## src/rtl/clkd_consts.vh

```
// Register offsets, fields and defaults of the clock distribution control bank
//
// Contract
// - Port configuration writes take effect at once, without the update strobe.
// - Bit 4 of port configuration selects long instruction; resets to 1.
// - Soft reset bit 5 restores defaults of all registers but port configuration and stays set.
// - Bit 6 set: LSB first, address increments; clear: MSB first, decrements.
// - Ramp current field bits 2:0 of ramp register sets delay ramp rate.
// - Update bit 0 copies pending settings into effect, clears itself, resets 0.
`ifndef CLKD_CONSTS_VH
`define CLKD_CONSTS_VH

`define CLKD_A_CFG        13'h0000
`define CLKD_A_DLY_BYP    13'h0034
`define CLKD_A_DLY_RAMP   13'h0035
`define CLKD_A_DIV2_PH    13'h004F
`define CLKD_A_DIV3_CNT   13'h0050
`define CLKD_A_DIV3_PH    13'h0051
`define CLKD_A_DIV4_CNT   13'h0052
`define CLKD_A_DIV4_PH    13'h0053
`define CLKD_A_FUNC       13'h0058
`define CLKD_A_UPDATE     13'h005A

`define CLKD_CFG_LONG     4
`define CLKD_CFG_SOFT     5
`define CLKD_CFG_LSB      6
`define CLKD_CFG_BIDIR    7
`define CLKD_UPD_BIT      0

`define CLKD_RST_CFG      8'h10
`define CLKD_RST_DLY_BYP  8'h01
`define CLKD_RST_DLY_RAMP 8'h00
`define CLKD_RST_DIV2_PH  8'h00
`define CLKD_RST_DIV3_CNT 8'h00
`define CLKD_RST_DIV3_PH  8'h00
`define CLKD_RST_DIV4_CNT 8'h11
`define CLKD_RST_DIV4_PH  8'h00
`define CLKD_RST_FUNC     8'h00

`define CLKD_NREG         9
`define CLKD_IDX_NONE     4'hF

`endif

```

## src/rtl/clkd_ctrl.v

```verilog
// Serial control port engine and control register outputs of the clock distributor
`timescale 1ns/100ps
`default_nettype none
`include "clkd_consts.vh"
module clkd_ctrl
(
	// Clock, reset, enable
	input  wire       clk_in,
	input  wire       nrst_in,
	input  wire       ce_in,
	// Serial control port
	input  wire       sclk_in,
	input  wire       cs_n_in,
	input  wire       sdio_in,
	output wire       sdio_out,
	output wire       sdio_oe_out,
	output wire       serial_out_pin_out,
	output wire       serial_out_pin_oe_out,
	// Port configuration state
	output wire       soft_reset_out,
	output wire       long_instr_out,
	output wire       lsb_first_out,
	// Adjustable delay output
	output wire       adjustable_delay_output_bypass_out,
	output wire [2:0] ramp_current_out,
	output wire [2:0] ramp_capacitor_out,
	// Divider controls
	output wire [7:0] div2_phase_out,
	output wire [7:0] div3_counts_out,
	output wire [7:0] div3_phase_out,
	output wire [7:0] div4_counts_out,
	output wire [7:0] div4_phase_out,
	// Function pin and sync
	output wire       power_down_all_reference_out,
	output wire [2:0] sync_cfg_out
);
	localparam [3:0] ST_IDLE  = 4'b0001;
	localparam [3:0] ST_INSTR = 4'b0010;
	localparam [3:0] ST_DATA  = 4'b0100;
	localparam [3:0] ST_WAIT  = 4'b1000;

	reg  [3:0]  state_q;
	reg         sclk_q;
	reg  [3:0]  cnt_q;
	reg  [15:0] ishift_q;
	reg  [7:0]  dshift_q;
	reg  [7:0]  out_q;
	reg         sdo_q;
	reg         rw_q;
	reg  [1:0]  left_q;
	reg         stream_q;
	reg  [12:0] addr_q;

	// One step of the instruction shifter in either bit order
	function [15:0] clkd_shift16;
		input [15:0] v;
		input        lsb;
		input        b;
		begin
			if (lsb)
				clkd_shift16 = {b, v[15:1]};
			else
				clkd_shift16 = {v[14:0], b};
		end
	endfunction

	// One step of a byte shifter, shared by receive and transmit
	function [7:0] clkd_shift8;
		input [7:0] v;
		input       lsb;
		input       b;
		begin
			if (lsb)
				clkd_shift8 = {b, v[7:1]};
			else
				clkd_shift8 = {v[6:0], b};
		end
	endfunction

	wire [71:0] act_w;
	wire [7:0]  rd_data_w;
	wire [7:0]  cfg_w     = act_w[7:0];
	wire        lsb_w     = cfg_w[`CLKD_CFG_LSB];
	wire        long_w    = cfg_w[`CLKD_CFG_LONG];
	wire        bidir_w   = cfg_w[`CLKD_CFG_BIDIR];
	wire        rise_w    = sclk_in & ~sclk_q;
	wire        fall_w    = ~sclk_in & sclk_q;

	// Bit order also governs the instruction phase
	wire [15:0] inx_w = clkd_shift16(ishift_q, lsb_w, sdio_in);
	wire [7:0]  dnx_w = clkd_shift8(dshift_q, lsb_w, sdio_in);
	wire [7:0]  short_w = lsb_w ? inx_w[15:8] : inx_w[7:0];
	wire        dec_rw_w   = long_w ? inx_w[15] : short_w[7];
	wire [1:0]  dec_len_w  = long_w ? inx_w[14:13] : short_w[6:5];
	wire [12:0] dec_addr_w = long_w ? inx_w[12:0] : {8'h00, short_w[4:0]};
	wire [3:0]  ilast_w    = long_w ? 4'hF : 4'h7;
	wire [12:0] next_addr_w = lsb_w ? addr_q + 13'h0001 : addr_q - 13'h0001;
	wire        ilast_hit_w = (state_q == ST_INSTR) && rise_w && (cnt_q == ilast_w);
	wire        byte_hit_w  = (state_q == ST_DATA) && rise_w && (cnt_q == 4'h7);
	wire        wr_en_w     = ce_in && byte_hit_w && !rw_q;
	wire [12:0] rd_addr_w   = (state_q == ST_INSTR) ? dec_addr_w : next_addr_w;

	clkd_regfile u_regs
	(
		.clk_in     (clk_in),
		.nrst_in    (nrst_in),
		.ce_in      (ce_in),
		.wr_en_in   (wr_en_w),
		.wr_addr_in (addr_q),
		.wr_data_in (dnx_w),
		.rd_addr_in (rd_addr_w),
		.rd_data_out(rd_data_w),
		.act_out    (act_w)
	);

	always @(posedge clk_in)
	begin
		if (!nrst_in)
		begin
			state_q  <= ST_IDLE;
			sclk_q   <= 1'b0;
			cnt_q    <= 4'h0;
			ishift_q <= 16'h0000;
			dshift_q <= 8'h00;
			out_q    <= 8'h00;
			sdo_q    <= 1'b0;
			rw_q     <= 1'b0;
			left_q   <= 2'h0;
			stream_q <= 1'b0;
			addr_q   <= 13'h0000;
		end
		else if (ce_in)
		begin
			sclk_q <= sclk_in;
			if (cs_n_in)
			begin
				state_q <= ST_IDLE;
				cnt_q   <= 4'h0;
			end
			else
			begin
				case (state_q)
					ST_IDLE:
					begin
						state_q <= ST_INSTR;
						cnt_q   <= 4'h0;
						if (rise_w)
						begin
							ishift_q <= inx_w;
							cnt_q    <= 4'h1;
						end
					end
					ST_INSTR:
					begin
						if (rise_w)
						begin
							ishift_q <= inx_w;
							cnt_q    <= cnt_q + 4'h1;
							if (ilast_hit_w)
							begin
								state_q  <= ST_DATA;
								cnt_q    <= 4'h0;
								rw_q     <= dec_rw_w;
								left_q   <= dec_len_w;
								stream_q <= (dec_len_w == 2'h3);
								addr_q   <= dec_addr_w;
								out_q    <= rd_data_w;
							end
						end
					end
					ST_DATA:
					begin
						if (rise_w)
						begin
							dshift_q <= dnx_w;
							cnt_q    <= cnt_q + 4'h1;
							if (byte_hit_w)
							begin
								cnt_q  <= 4'h0;
								addr_q <= next_addr_w;
								out_q  <= rd_data_w;
								left_q <= left_q - 2'h1;
								if (!stream_q && (left_q == 2'h0))
									state_q <= ST_WAIT;
							end
						end
						else if (fall_w && rw_q)
						begin
							sdo_q <= lsb_w ? out_q[0] : out_q[7];
							out_q <= clkd_shift8(out_q, lsb_w, 1'b0);
						end
					end
					ST_WAIT:
					begin
						state_q <= ST_WAIT;
					end
					default:
					begin
						state_q <= ST_IDLE;
					end
				endcase
			end
		end
	end

	// Bidirectional mode turns the data pin round only for read data
	assign sdio_out              = sdo_q;
	assign sdio_oe_out           = bidir_w && rw_q && (state_q == ST_DATA) && !cs_n_in;
	assign serial_out_pin_out    = sdo_q;
	assign serial_out_pin_oe_out = !bidir_w && !cs_n_in;

	assign soft_reset_out   = cfg_w[`CLKD_CFG_SOFT];
	assign long_instr_out   = long_w;
	assign lsb_first_out    = lsb_w;

	// Settings below move only on an update strobe or a soft reset
	assign adjustable_delay_output_bypass_out = act_w[8];
	assign ramp_current_out   = act_w[18:16];
	assign ramp_capacitor_out = act_w[21:19];
	assign div2_phase_out     = act_w[31:24];
	assign div3_counts_out    = act_w[39:32];
	assign div3_phase_out     = act_w[47:40];
	assign div4_counts_out    = act_w[55:48];
	assign div4_phase_out     = act_w[63:56];
	assign power_down_all_reference_out = act_w[67];
	assign sync_cfg_out       = act_w[66:64];
endmodule
`default_nettype wire

```

## src/rtl/clkd_regfile.v

```verilog
// Pending and active register copies with update strobe and soft reset
`timescale 1ns/100ps
`default_nettype none
`include "clkd_consts.vh"
module clkd_regfile
(
	// Clock and reset
	input  wire        clk_in,
	input  wire        nrst_in,
	input  wire        ce_in,
	// Write and read port
	input  wire        wr_en_in,
	input  wire [12:0] wr_addr_in,
	input  wire [7:0]  wr_data_in,
	input  wire [12:0] rd_addr_in,
	output reg  [7:0]  rd_data_out,
	// Active settings, register index order
	output wire [71:0] act_out
);
	reg [7:0] shd_q [0:8];
	reg [7:0] act_q [0:8];
	integer   i;

	function [3:0] clkd_idx;
		input [12:0] a;
		begin
			case (a)
				`CLKD_A_CFG:      clkd_idx = 4'h0;
				`CLKD_A_DLY_BYP:  clkd_idx = 4'h1;
				`CLKD_A_DLY_RAMP: clkd_idx = 4'h2;
				`CLKD_A_DIV2_PH:  clkd_idx = 4'h3;
				`CLKD_A_DIV3_CNT: clkd_idx = 4'h4;
				`CLKD_A_DIV3_PH:  clkd_idx = 4'h5;
				`CLKD_A_DIV4_CNT: clkd_idx = 4'h6;
				`CLKD_A_DIV4_PH:  clkd_idx = 4'h7;
				`CLKD_A_FUNC:     clkd_idx = 4'h8;
				default:          clkd_idx = `CLKD_IDX_NONE;
			endcase
		end
	endfunction

	function [7:0] clkd_dflt;
		input integer k;
		begin
			case (k)
				0:       clkd_dflt = `CLKD_RST_CFG;
				1:       clkd_dflt = `CLKD_RST_DLY_BYP;
				2:       clkd_dflt = `CLKD_RST_DLY_RAMP;
				3:       clkd_dflt = `CLKD_RST_DIV2_PH;
				4:       clkd_dflt = `CLKD_RST_DIV3_CNT;
				5:       clkd_dflt = `CLKD_RST_DIV3_PH;
				6:       clkd_dflt = `CLKD_RST_DIV4_CNT;
				7:       clkd_dflt = `CLKD_RST_DIV4_PH;
				default: clkd_dflt = `CLKD_RST_FUNC;
			endcase
		end
	endfunction

	wire [3:0] wr_idx = clkd_idx(wr_addr_in);
	wire [3:0] rd_idx = clkd_idx(rd_addr_in);
	wire       soft_w = act_q[0][`CLKD_CFG_SOFT];
	wire       upd_w  = wr_en_in && (wr_addr_in == `CLKD_A_UPDATE) && wr_data_in[`CLKD_UPD_BIT];

	always @(posedge clk_in)
	begin
		if (!nrst_in)
		begin
			for (i = 0; i < `CLKD_NREG; i = i + 1)
			begin
				shd_q[i] <= clkd_dflt(i);
				act_q[i] <= clkd_dflt(i);
			end
		end
		else if (ce_in)
		begin
			for (i = 1; i < `CLKD_NREG; i = i + 1)
			begin
				if (soft_w)
				begin
					// Held at defaults for as long as the bit stays set
					shd_q[i] <= clkd_dflt(i);
					act_q[i] <= clkd_dflt(i);
				end
				else
				begin
					if (wr_en_in && (wr_idx == i[3:0]))
						shd_q[i] <= wr_data_in;
					if (upd_w)
						act_q[i] <= shd_q[i];
				end
			end
			if (wr_en_in && (wr_idx == 4'h0))
			begin
				shd_q[0] <= wr_data_in;
				act_q[0] <= wr_data_in;
			end
		end
	end

	// Update register never stores, so it always reads back 0
	always @*
	begin
		if (rd_idx == `CLKD_IDX_NONE)
			rd_data_out = 8'h00;
		else
			rd_data_out = shd_q[rd_idx];
	end

	genvar g;
	generate
		for (g = 0; g < `CLKD_NREG; g = g + 1)
		begin : g_act
			assign act_out[8*g+7:8*g] = act_q[g];
		end
	endgenerate
endmodule
`default_nettype wire

```

## config.mk

```make
export PLATFORM = sky130hd
export DESIGN_NAME = clkd_ctrl
export DESIGN_NICKNAME = d
export VERILOG_FILES = /design/src/rtl/clkd_ctrl.v /design/src/rtl/clkd_regfile.v
export VERILOG_INCLUDE_DIRS = /design/src /design/src/rtl
export SDC_FILE = /design/constraint.sdc
export NUM_CORES = 1
export LEC_CHECK = 0
export BUFFER_PORTS_ARGS = -buffer_cell sky130_fd_sc_hd__buf_2
export CORE_ASPECT_RATIO = 0.6
export CORE_MARGIN = 4
export CORE_UTILIZATION = 40
export DETAILED_ROUTE_END_ITERATION = 7
export GPL_TIMING_DRIVEN = 0
export PLACE_DENSITY_LB_ADDON = 0.05
export SLEW_MARGIN = 20
export SYNTH_ARGS = -nofsm -noshare
export SYNTH_HDL_FRONTEND = slang
export SYNTH_SLANG_ARGS = --single-unit
export TNS_END_PERCENT = 5
```

## constraint.sdc

```tcl
create_clock -name clk_in -period 5.2 [get_ports clk_in]
set_clock_uncertainty 0.1 [all_clocks]
set_input_delay 0.26 -clock clk_in [delete_from_list [all_inputs] [get_ports clk_in]]
set_output_delay 0.26 -clock clk_in [all_outputs]
set_load 0.02 [all_outputs]
```

==> metrics.cfg, run 1 <==
[worst_setup_path]
rrSetupSlack_ns = 0.31
cpMaxStageDelayCell = nor3_2
r2r_start = state_q[2]
reg2reg_to = u_regs.act_q[0][66]
crit_chain = nand2b_1 -> nor3_2 -> nand2_1 -> nor2_1 -> nand3_1 -> or2_1 -> or4_1 -> nor3_2 -> clkbuf_1 -> nand2b_4
worstSetupPathType = reg2reg
critical_path_peak_fanout = 51
start_kind = flop
worstRegToRegCells = 10
cp-end-kind = flop
cp.arrival_ns = 4.88
required_ns = 5.18
cpMostUsedCell = nor3_2
slowest_delay_ns = 0.89

[logic_synthesis]
yosys.area.top_type = edfxtp_1
synth_top_area_share_pct = 37.50
yosysSeqAreaShare_pct = 49.12
synthFlopType = edfxtp_1
yosys_register_bits = 186
netlist_area_um2 = 10170
synth_edf_count = 127
ys_types = 78
yosysWarnings = 0
async_flop_share_pct = 0
synth_area_leaders = edfxtp_1 (38%), dfxtp_1 (12%), nor2_1 (6.2%)
synth_cells = 1012
syn_nets = 1032
syn_area_per_cell_um2 = 10.05

[timing]
fmax_mhz = 204.4
fin_ws_ns = 0.3081
maxSlewViolCount = 0
worst_pin_slew_ns = 1.095
period_minus_slack_ns = 4.892
hold_viol = 0
finalSetupViolCount = 0
holdWs_ns = 0.07991
rsz0062_at_grt = no
fin_crit_sh_pct = 94.07
relSlewSlack_pct = 26.59

[detailed_routing]
routed_wl_um = 31040
viasPerCell = 5.591
drt_pass1_iterations = 5
wl_per_cell_um = 21.68
ant_nets = 0
drc = 0
vias = 8006
drt_iter0_drc = 913

[global_routing]
grt_pass1_wl_um = 45840
grt_pass1_vias = 7099
antenna_found_initial = 0
globalRoute.totalOverflow = 0
track_usage_pct = 21.95
grt_max_degree = 52

[clock_tree]
numCtsBuffers = 17
clkLatencyLatePin_ns = 0.47
path_clk_slew_ns = 0.07
cts_buffer_depth = 2
cts_root_buf = clkbuf_16
cts_tree = yes
cts.sinks = 186
htree_levels = 4

[power]
power-per-cell-area_nw_per_um2 = 276.0
power.share.sequential_pct = 51.6
clkPwrFrac_pct = 41.1
p_sw_share_pct = 24.52
combPwrFrac_pct = 7.3
power.switching_uw = 782.7
vdd_drop_max_mv = 0.1829
p_int_uw = 2409
p_leak_uw = 0.004442

[floorplanning]
die_x_um = 213.8
dieArea_um2 = 28120
fp.coreArea_um2 = 24610
io_pins = 64
die_h_um = 131.5
num_rows = 44
start_util_pct = 41.32

[cells_and_area]
fillers = 2339
multi_input_area_um2 = 4563
area.sequential_um2 = 4995
syn_to_final_growth_pct = 13.71
fin_nets = 1117
n_antenna_cell = 0
drive_above_1_share_pct = 18.65

[min_path]
whs_endpoint = ishift_q[15]
hold_depth = 3
holdCritStartpoint = sdio_in
min_path_type = in2reg

[place]
gp_congestion = 0.9491
io_buffers = 62
place_ws_ns = 0.02369
post-dp-hpwl_um = 23050

[outcome]
outcome = finished, final reports clean

[flow_run]
maxCapViolCount = 0

-- power by group through the flow --
stage | logic, µW | clock network, µW | registers, µW
2_1_floorplan | 153 | 0 | 1670
3_3_place_gp | 223 | 0 | 1680
3_5_place_dp | 225 | 0 | 1680
4_1_cts | 226 | 1340 | 1650
5_1_grt | 249 | 1400 | 1650
6_report | 232 | 1310 | 1650
-- flip-flops by register name (all words and copies together) (netlist names) --
register	flops
sdio_out	1
rw_q	1
sclk_q	1
out_q	8
stream_q	1
dshift_q	8
u_regs.shd_q	72
addr_q	13
cnt_q	4
state_q	4
ishift_q	16
u_regs.act_q	55
left_q	2
-- Yosys cell counts (10+ instances only) --
library cell	number
a211oi_1	27
a21o_1	10
a21oi_1	47
a22oi_1	10
a31oi_1	11
and2_1	54
buf_2	11
buf_4	52
clkbuf_1	36
dfxtp_1	59
edfxtp_1	127
ha_1	13
inv_1	12
mux2_2	16
mux2i_1	55
nand2_1	61
nand2b_1	21
nand3_1	18
nor2_1	167
nor3_1	16
o211ai_1	13
o21ai_0	31
-- final cells by class --
class                   instances  area share (%)
multi-input cells             708           39.47
clock buffers                  18           3.712
clock inverters                14           1.244
flip-flops and latches        186           43.20
repair buffers                 66           3.073
inverters                      13          0.4545
plain buffers                 105           5.367
well taps                     322           3.484
-- cells in the final DEF, fill, tap and decap left out, types with 4 or more instances in the layout --
master     synthesis  layout
clkbuf_16          0      17
mux2_1             6       6
ha_1              13      13
nand3_1           18      18
mux2_4             4       4
nand2b_1          21      20
xnor2_1            5       5
a21oi_1           47      46
a211oi_1          27      27
nor2b_1            6       6
a31oi_1           11      11
nand4_1            4       4
mux2i_1           55      52
mux2_2            16      16
o31ai_1            7       7
inv_6              0       4
o21a_1             4       4
o21ai_1            6       6
a311oi_1           5       5
dfxtp_1           59      59
buf_2             11      73
xor2_1             6       6
o221ai_1           8       8
clkbuf_1          36      36
o21ai_0           31      31
nor2_1           167     167
o211ai_1          13      13
and3_1             6       6
and2_1            54      54
nor3_2             3       4
or3_1              7       7
inv_1             12      11
a22oi_1           10      10
edfxtp_1         127     127
nand2_1           61      61
buf_4             52      54
a21o_1            10      10
nor3_1            16      15
-- how the worst max path moves through the flow --
stage | start | to | slack, ns
after floorplan | state_q[2] | u_regs.act_q[0][16] | 0.90
after global placement | state_q[2] | u_regs.act_q[0][8] | -0.87
after detailed placement | u_regs.act_q[0][6] | out_q[3] | 0.02
after CTS | u_regs.act_q[0][6] | out_q[3] | 0.002
after global routing | state_q[2] | u_regs.act_q[0][41] | 0.02
final | state_q[2] | u_regs.act_q[0][66] | 0.31
-- worst max-delay path: cells and delay by family (launching register included) --
family / cells / cell delay (ns)
buf+inv: 1 / 0.34
flops: 1 / 0.51
simple gates: 9 / 3.55
-- kinds of logic after synthesis --
logic type	count (synthesis)	share of synthesized area (%)
DFF	186	49.12
xor gates and xnor gates	11	0.9474
AOI/OAI and AO/OA	214	14.69
adders and majority gates	14	1.797
buffers and inverters	118	6.570
muxes	81	8.441
and+or+nand+nor	388	18.43
-- layer usage --
metal / track usage, % / share of wire, % / routed length (µm) / vias up
met5: 0 / 0 / 0 / -
met2: 24.50 / 35 / 10890 / 303
met1: 38.73 / 55 / 17020 / 3880
li1: - / - / - / 3808
met3: 7.218 / 9.5 / 2957 / 15
met4: 3.730 / 0.54 / 167 / 0
-- timing repair --
action | CTS | global route
hold buffers | 1 | 0
gates resized for setup | 0 | 7
endpoints found under the hold margin | 1 | 0
endpoints found under the setup margin | 0 | 8
setup buffers | 0 | 3
-- metrics by stage --
step           cells  total power (µW)  setup TNS (ns)  utilization (%)  instance area, µm²
6_report        1432              3191               0            46.99               11560
3_3_place_gp    1396              1905          -44.35            44.22               10880
4_1_cts         1429              3213               0            46.66               11480
2_1_floorplan   1012              1823               0                -               10170
3_5_place_dp    1396              1906               0            44.30               10900
5_1_grt         1432              3298               0            46.99               11560
(Power assumes the default switching activity.)
==> run 2: changes to the inputs <==
BUFFER_PORTS_ARGS = -buffer_cell sky130_fd_sc_hd__buf_4   (was -buffer_cell sky130_fd_sc_hd__buf_2)
SLEW_MARGIN = unset   (was 20)
==> metrics.cfg, run 2 (synthesis results as in run 1) <==
[global_routing]
antenna_found_initial = 0
globalRoute.totalOverflow = 0
grt_max_degree = 28
grt_pass1_wl_um = 46800
grt_pass1_vias = 7219
track_usage_pct = 22.26

[detailed_routing]
drt_iter0_drc = 941
wl_per_cell_um = 21.78
ant_nets = 0
viasPerCell = 5.627
drc = 0
vias = 8064
drt_pass1_iterations = 5
routed_wl_um = 31210

[timing]
worst_pin_slew_ns = 1.246
hold_viol = 0
relSlewSlack_pct = 14.56
period_minus_slack_ns = 4.951
fmax_mhz = 202.0
finalSetupViolCount = 0
tns_ns = 0
fin_crit_sh_pct = 95.21
maxSlewViolCount = 0
fin_ws_ns = 0.2490

[place]
io_buffers = 62
place_ws_ns = -0.04791
post-dp-hpwl_um = 23250
gp_congestion = 0.9485

[cells_and_area]
top_register = u_regs.shd_q
layout_commonest_cell = nor2_1
n_antenna_cell = 0
reg_top3 = u_regs.shd_q (72), u_regs.act_q (55), ishift_q (16)
drive_above_1_share_pct = 18.45
final_cell_mix = nor2_1 (167), edfxtp_1 (127), buf_4 (116), nand2_1 (61), dfxtp_1 (59)
fin_nets = 1118
syn_to_final_growth_pct = 15.31
largest_register_ffs = 72

[power]
power.switching_uw = 774.5
power.share.sequential_pct = 51.6
vdd_drop_max_mv = 0.1674
power-per-cell-area_nw_per_um2 = 272.4
clkPwrFrac_pct = 40.7
p_leak_uw = 0.004490
design_power_total_uw = 3194
p_sw_share_pct = 24.25
combPwrFrac_pct = 7.7
p_int_uw = 2419

[clock_tree]
cts_buffer_depth = 2
cts.sinks = 186
path_clk_slew_ns = 0.07
cts_tree = yes
cts_root_buf = clkbuf_16
clkLatencyLatePin_ns = 0.45
numCtsBuffers = 17
htree_levels = 4

[floorplanning]
start_util_pct = 41.32
num_rows = 44
dieArea_um2 = 28120
fp.coreArea_um2 = 24610
io_pins = 64
die_h_um = 131.5
die_x_um = 213.8

[outcome]
outcome = finished, final reports clean

[worst_setup_path]
crit_chain = buf_2 -> clkinvlp_4 -> buf_12 -> ha_1 -> a21oi_1 -> o21ai_0 -> a21o_1 -> a221o_1 -> xnor2_1 -> a211oi_4 -> o211ai_4 -> buf_6 -> mux2_1 -> o21ai_0 -> a22oi_1
cp.arrival_ns = 5.16
cpMostUsedCell = o21ai_0
required_ns = 5.41
cpMaxStageDelayCell = a211oi_4
start_kind = flop
worstSetupPathType = reg2reg
slowest_delay_ns = 0.54
critical_path_peak_fanout = 12
cp-end-kind = flop

[min_path]
min_path_type = in2reg

[flow_run]
maxCapViolCount = 0

run 2: final timing paths:
check / start / end / slack [ns] / depth (start not counted)
worst max register to register: u_regs.act_q[0][6] / out_q[3] / 0.25 / 15
worst min-delay path: sdio_in / ishift_q[15] / 0.08 / 3
worst min register to register: stream_q / stream_q / 0.39 / 2
worst max-delay path: u_regs.act_q[0][6] / out_q[3] / 0.25 / 15
run 2: final cells by class:
cell class,instances,area [µm²]
clock buffers,21,440.4
clock inverters,11,120.1
multi-input cells,708,4563
repair buffers,67,530.5
flip-flops and latches,186,4995
plain buffers,105,620.6
well taps,322,402.9
fillers,2344,12880
inverters,13,52.55
run 2: power groups by stage:
stage	combinational [µW]	sequential, µW	clock [µW]
2_1_floorplan	153	1670	0
3_3_place_gp	235	1680	0
3_5_place_dp	238	1680	0
4_1_cts	239	1650	1320
5_1_grt	263	1650	1390
6_report	245	1650	1300
run 2: what timing repair did:
action,4_1_cts,5_1_grt
hold buffers,1,0
endpoints found under the setup margin,1,35
hold endpoints to repair,1,0
cloned,0,0
setup buffers,0,3
gates resized for setup,2,8
run 2: critical path: cells and delay by family (launching register included):
kind / cells / cell delay (ns)
multiplexers: 1 / 0.33
flip-flops: 1 / 0.52
buffers and inverters: 4 / 0.81
adder cells (fa/ha/maj): 1 / 0.38
AO/OA/AOI/OAI: 8 / 2.42
XOR/XNOR: 1 / 0.22
run 2: stage by stage:
| step | area (µm²) | hold WS [ns] | cells | util, % |
|---|---|---|---|---|
| 5_1_grt | 11730 | 0.08860 | 1433 | 47.65 |
| 6_report | 11730 | 0.07506 | 1433 | 47.65 |
| 3_5_place_dp | 11060 | 0.3715 | 1397 | 44.94 |
| 2_1_floorplan | 10170 | 0.3073 | 1012 | - |
| 3_3_place_gp | 11040 | 0.3681 | 1396 | 44.85 |
| 4_1_cts | 11640 | 0.06107 | 1430 | 47.31 |
run 2: per-layer routing:
metal  share of wire [%]  GRT usage (%)  up-vias
met4                0.95          4.405        0
met3                 9.7          6.741       16
met2                  35          24.38      317
li1                    -              -     3813
met1                  55          39.77     3918
met5                   0              0        -
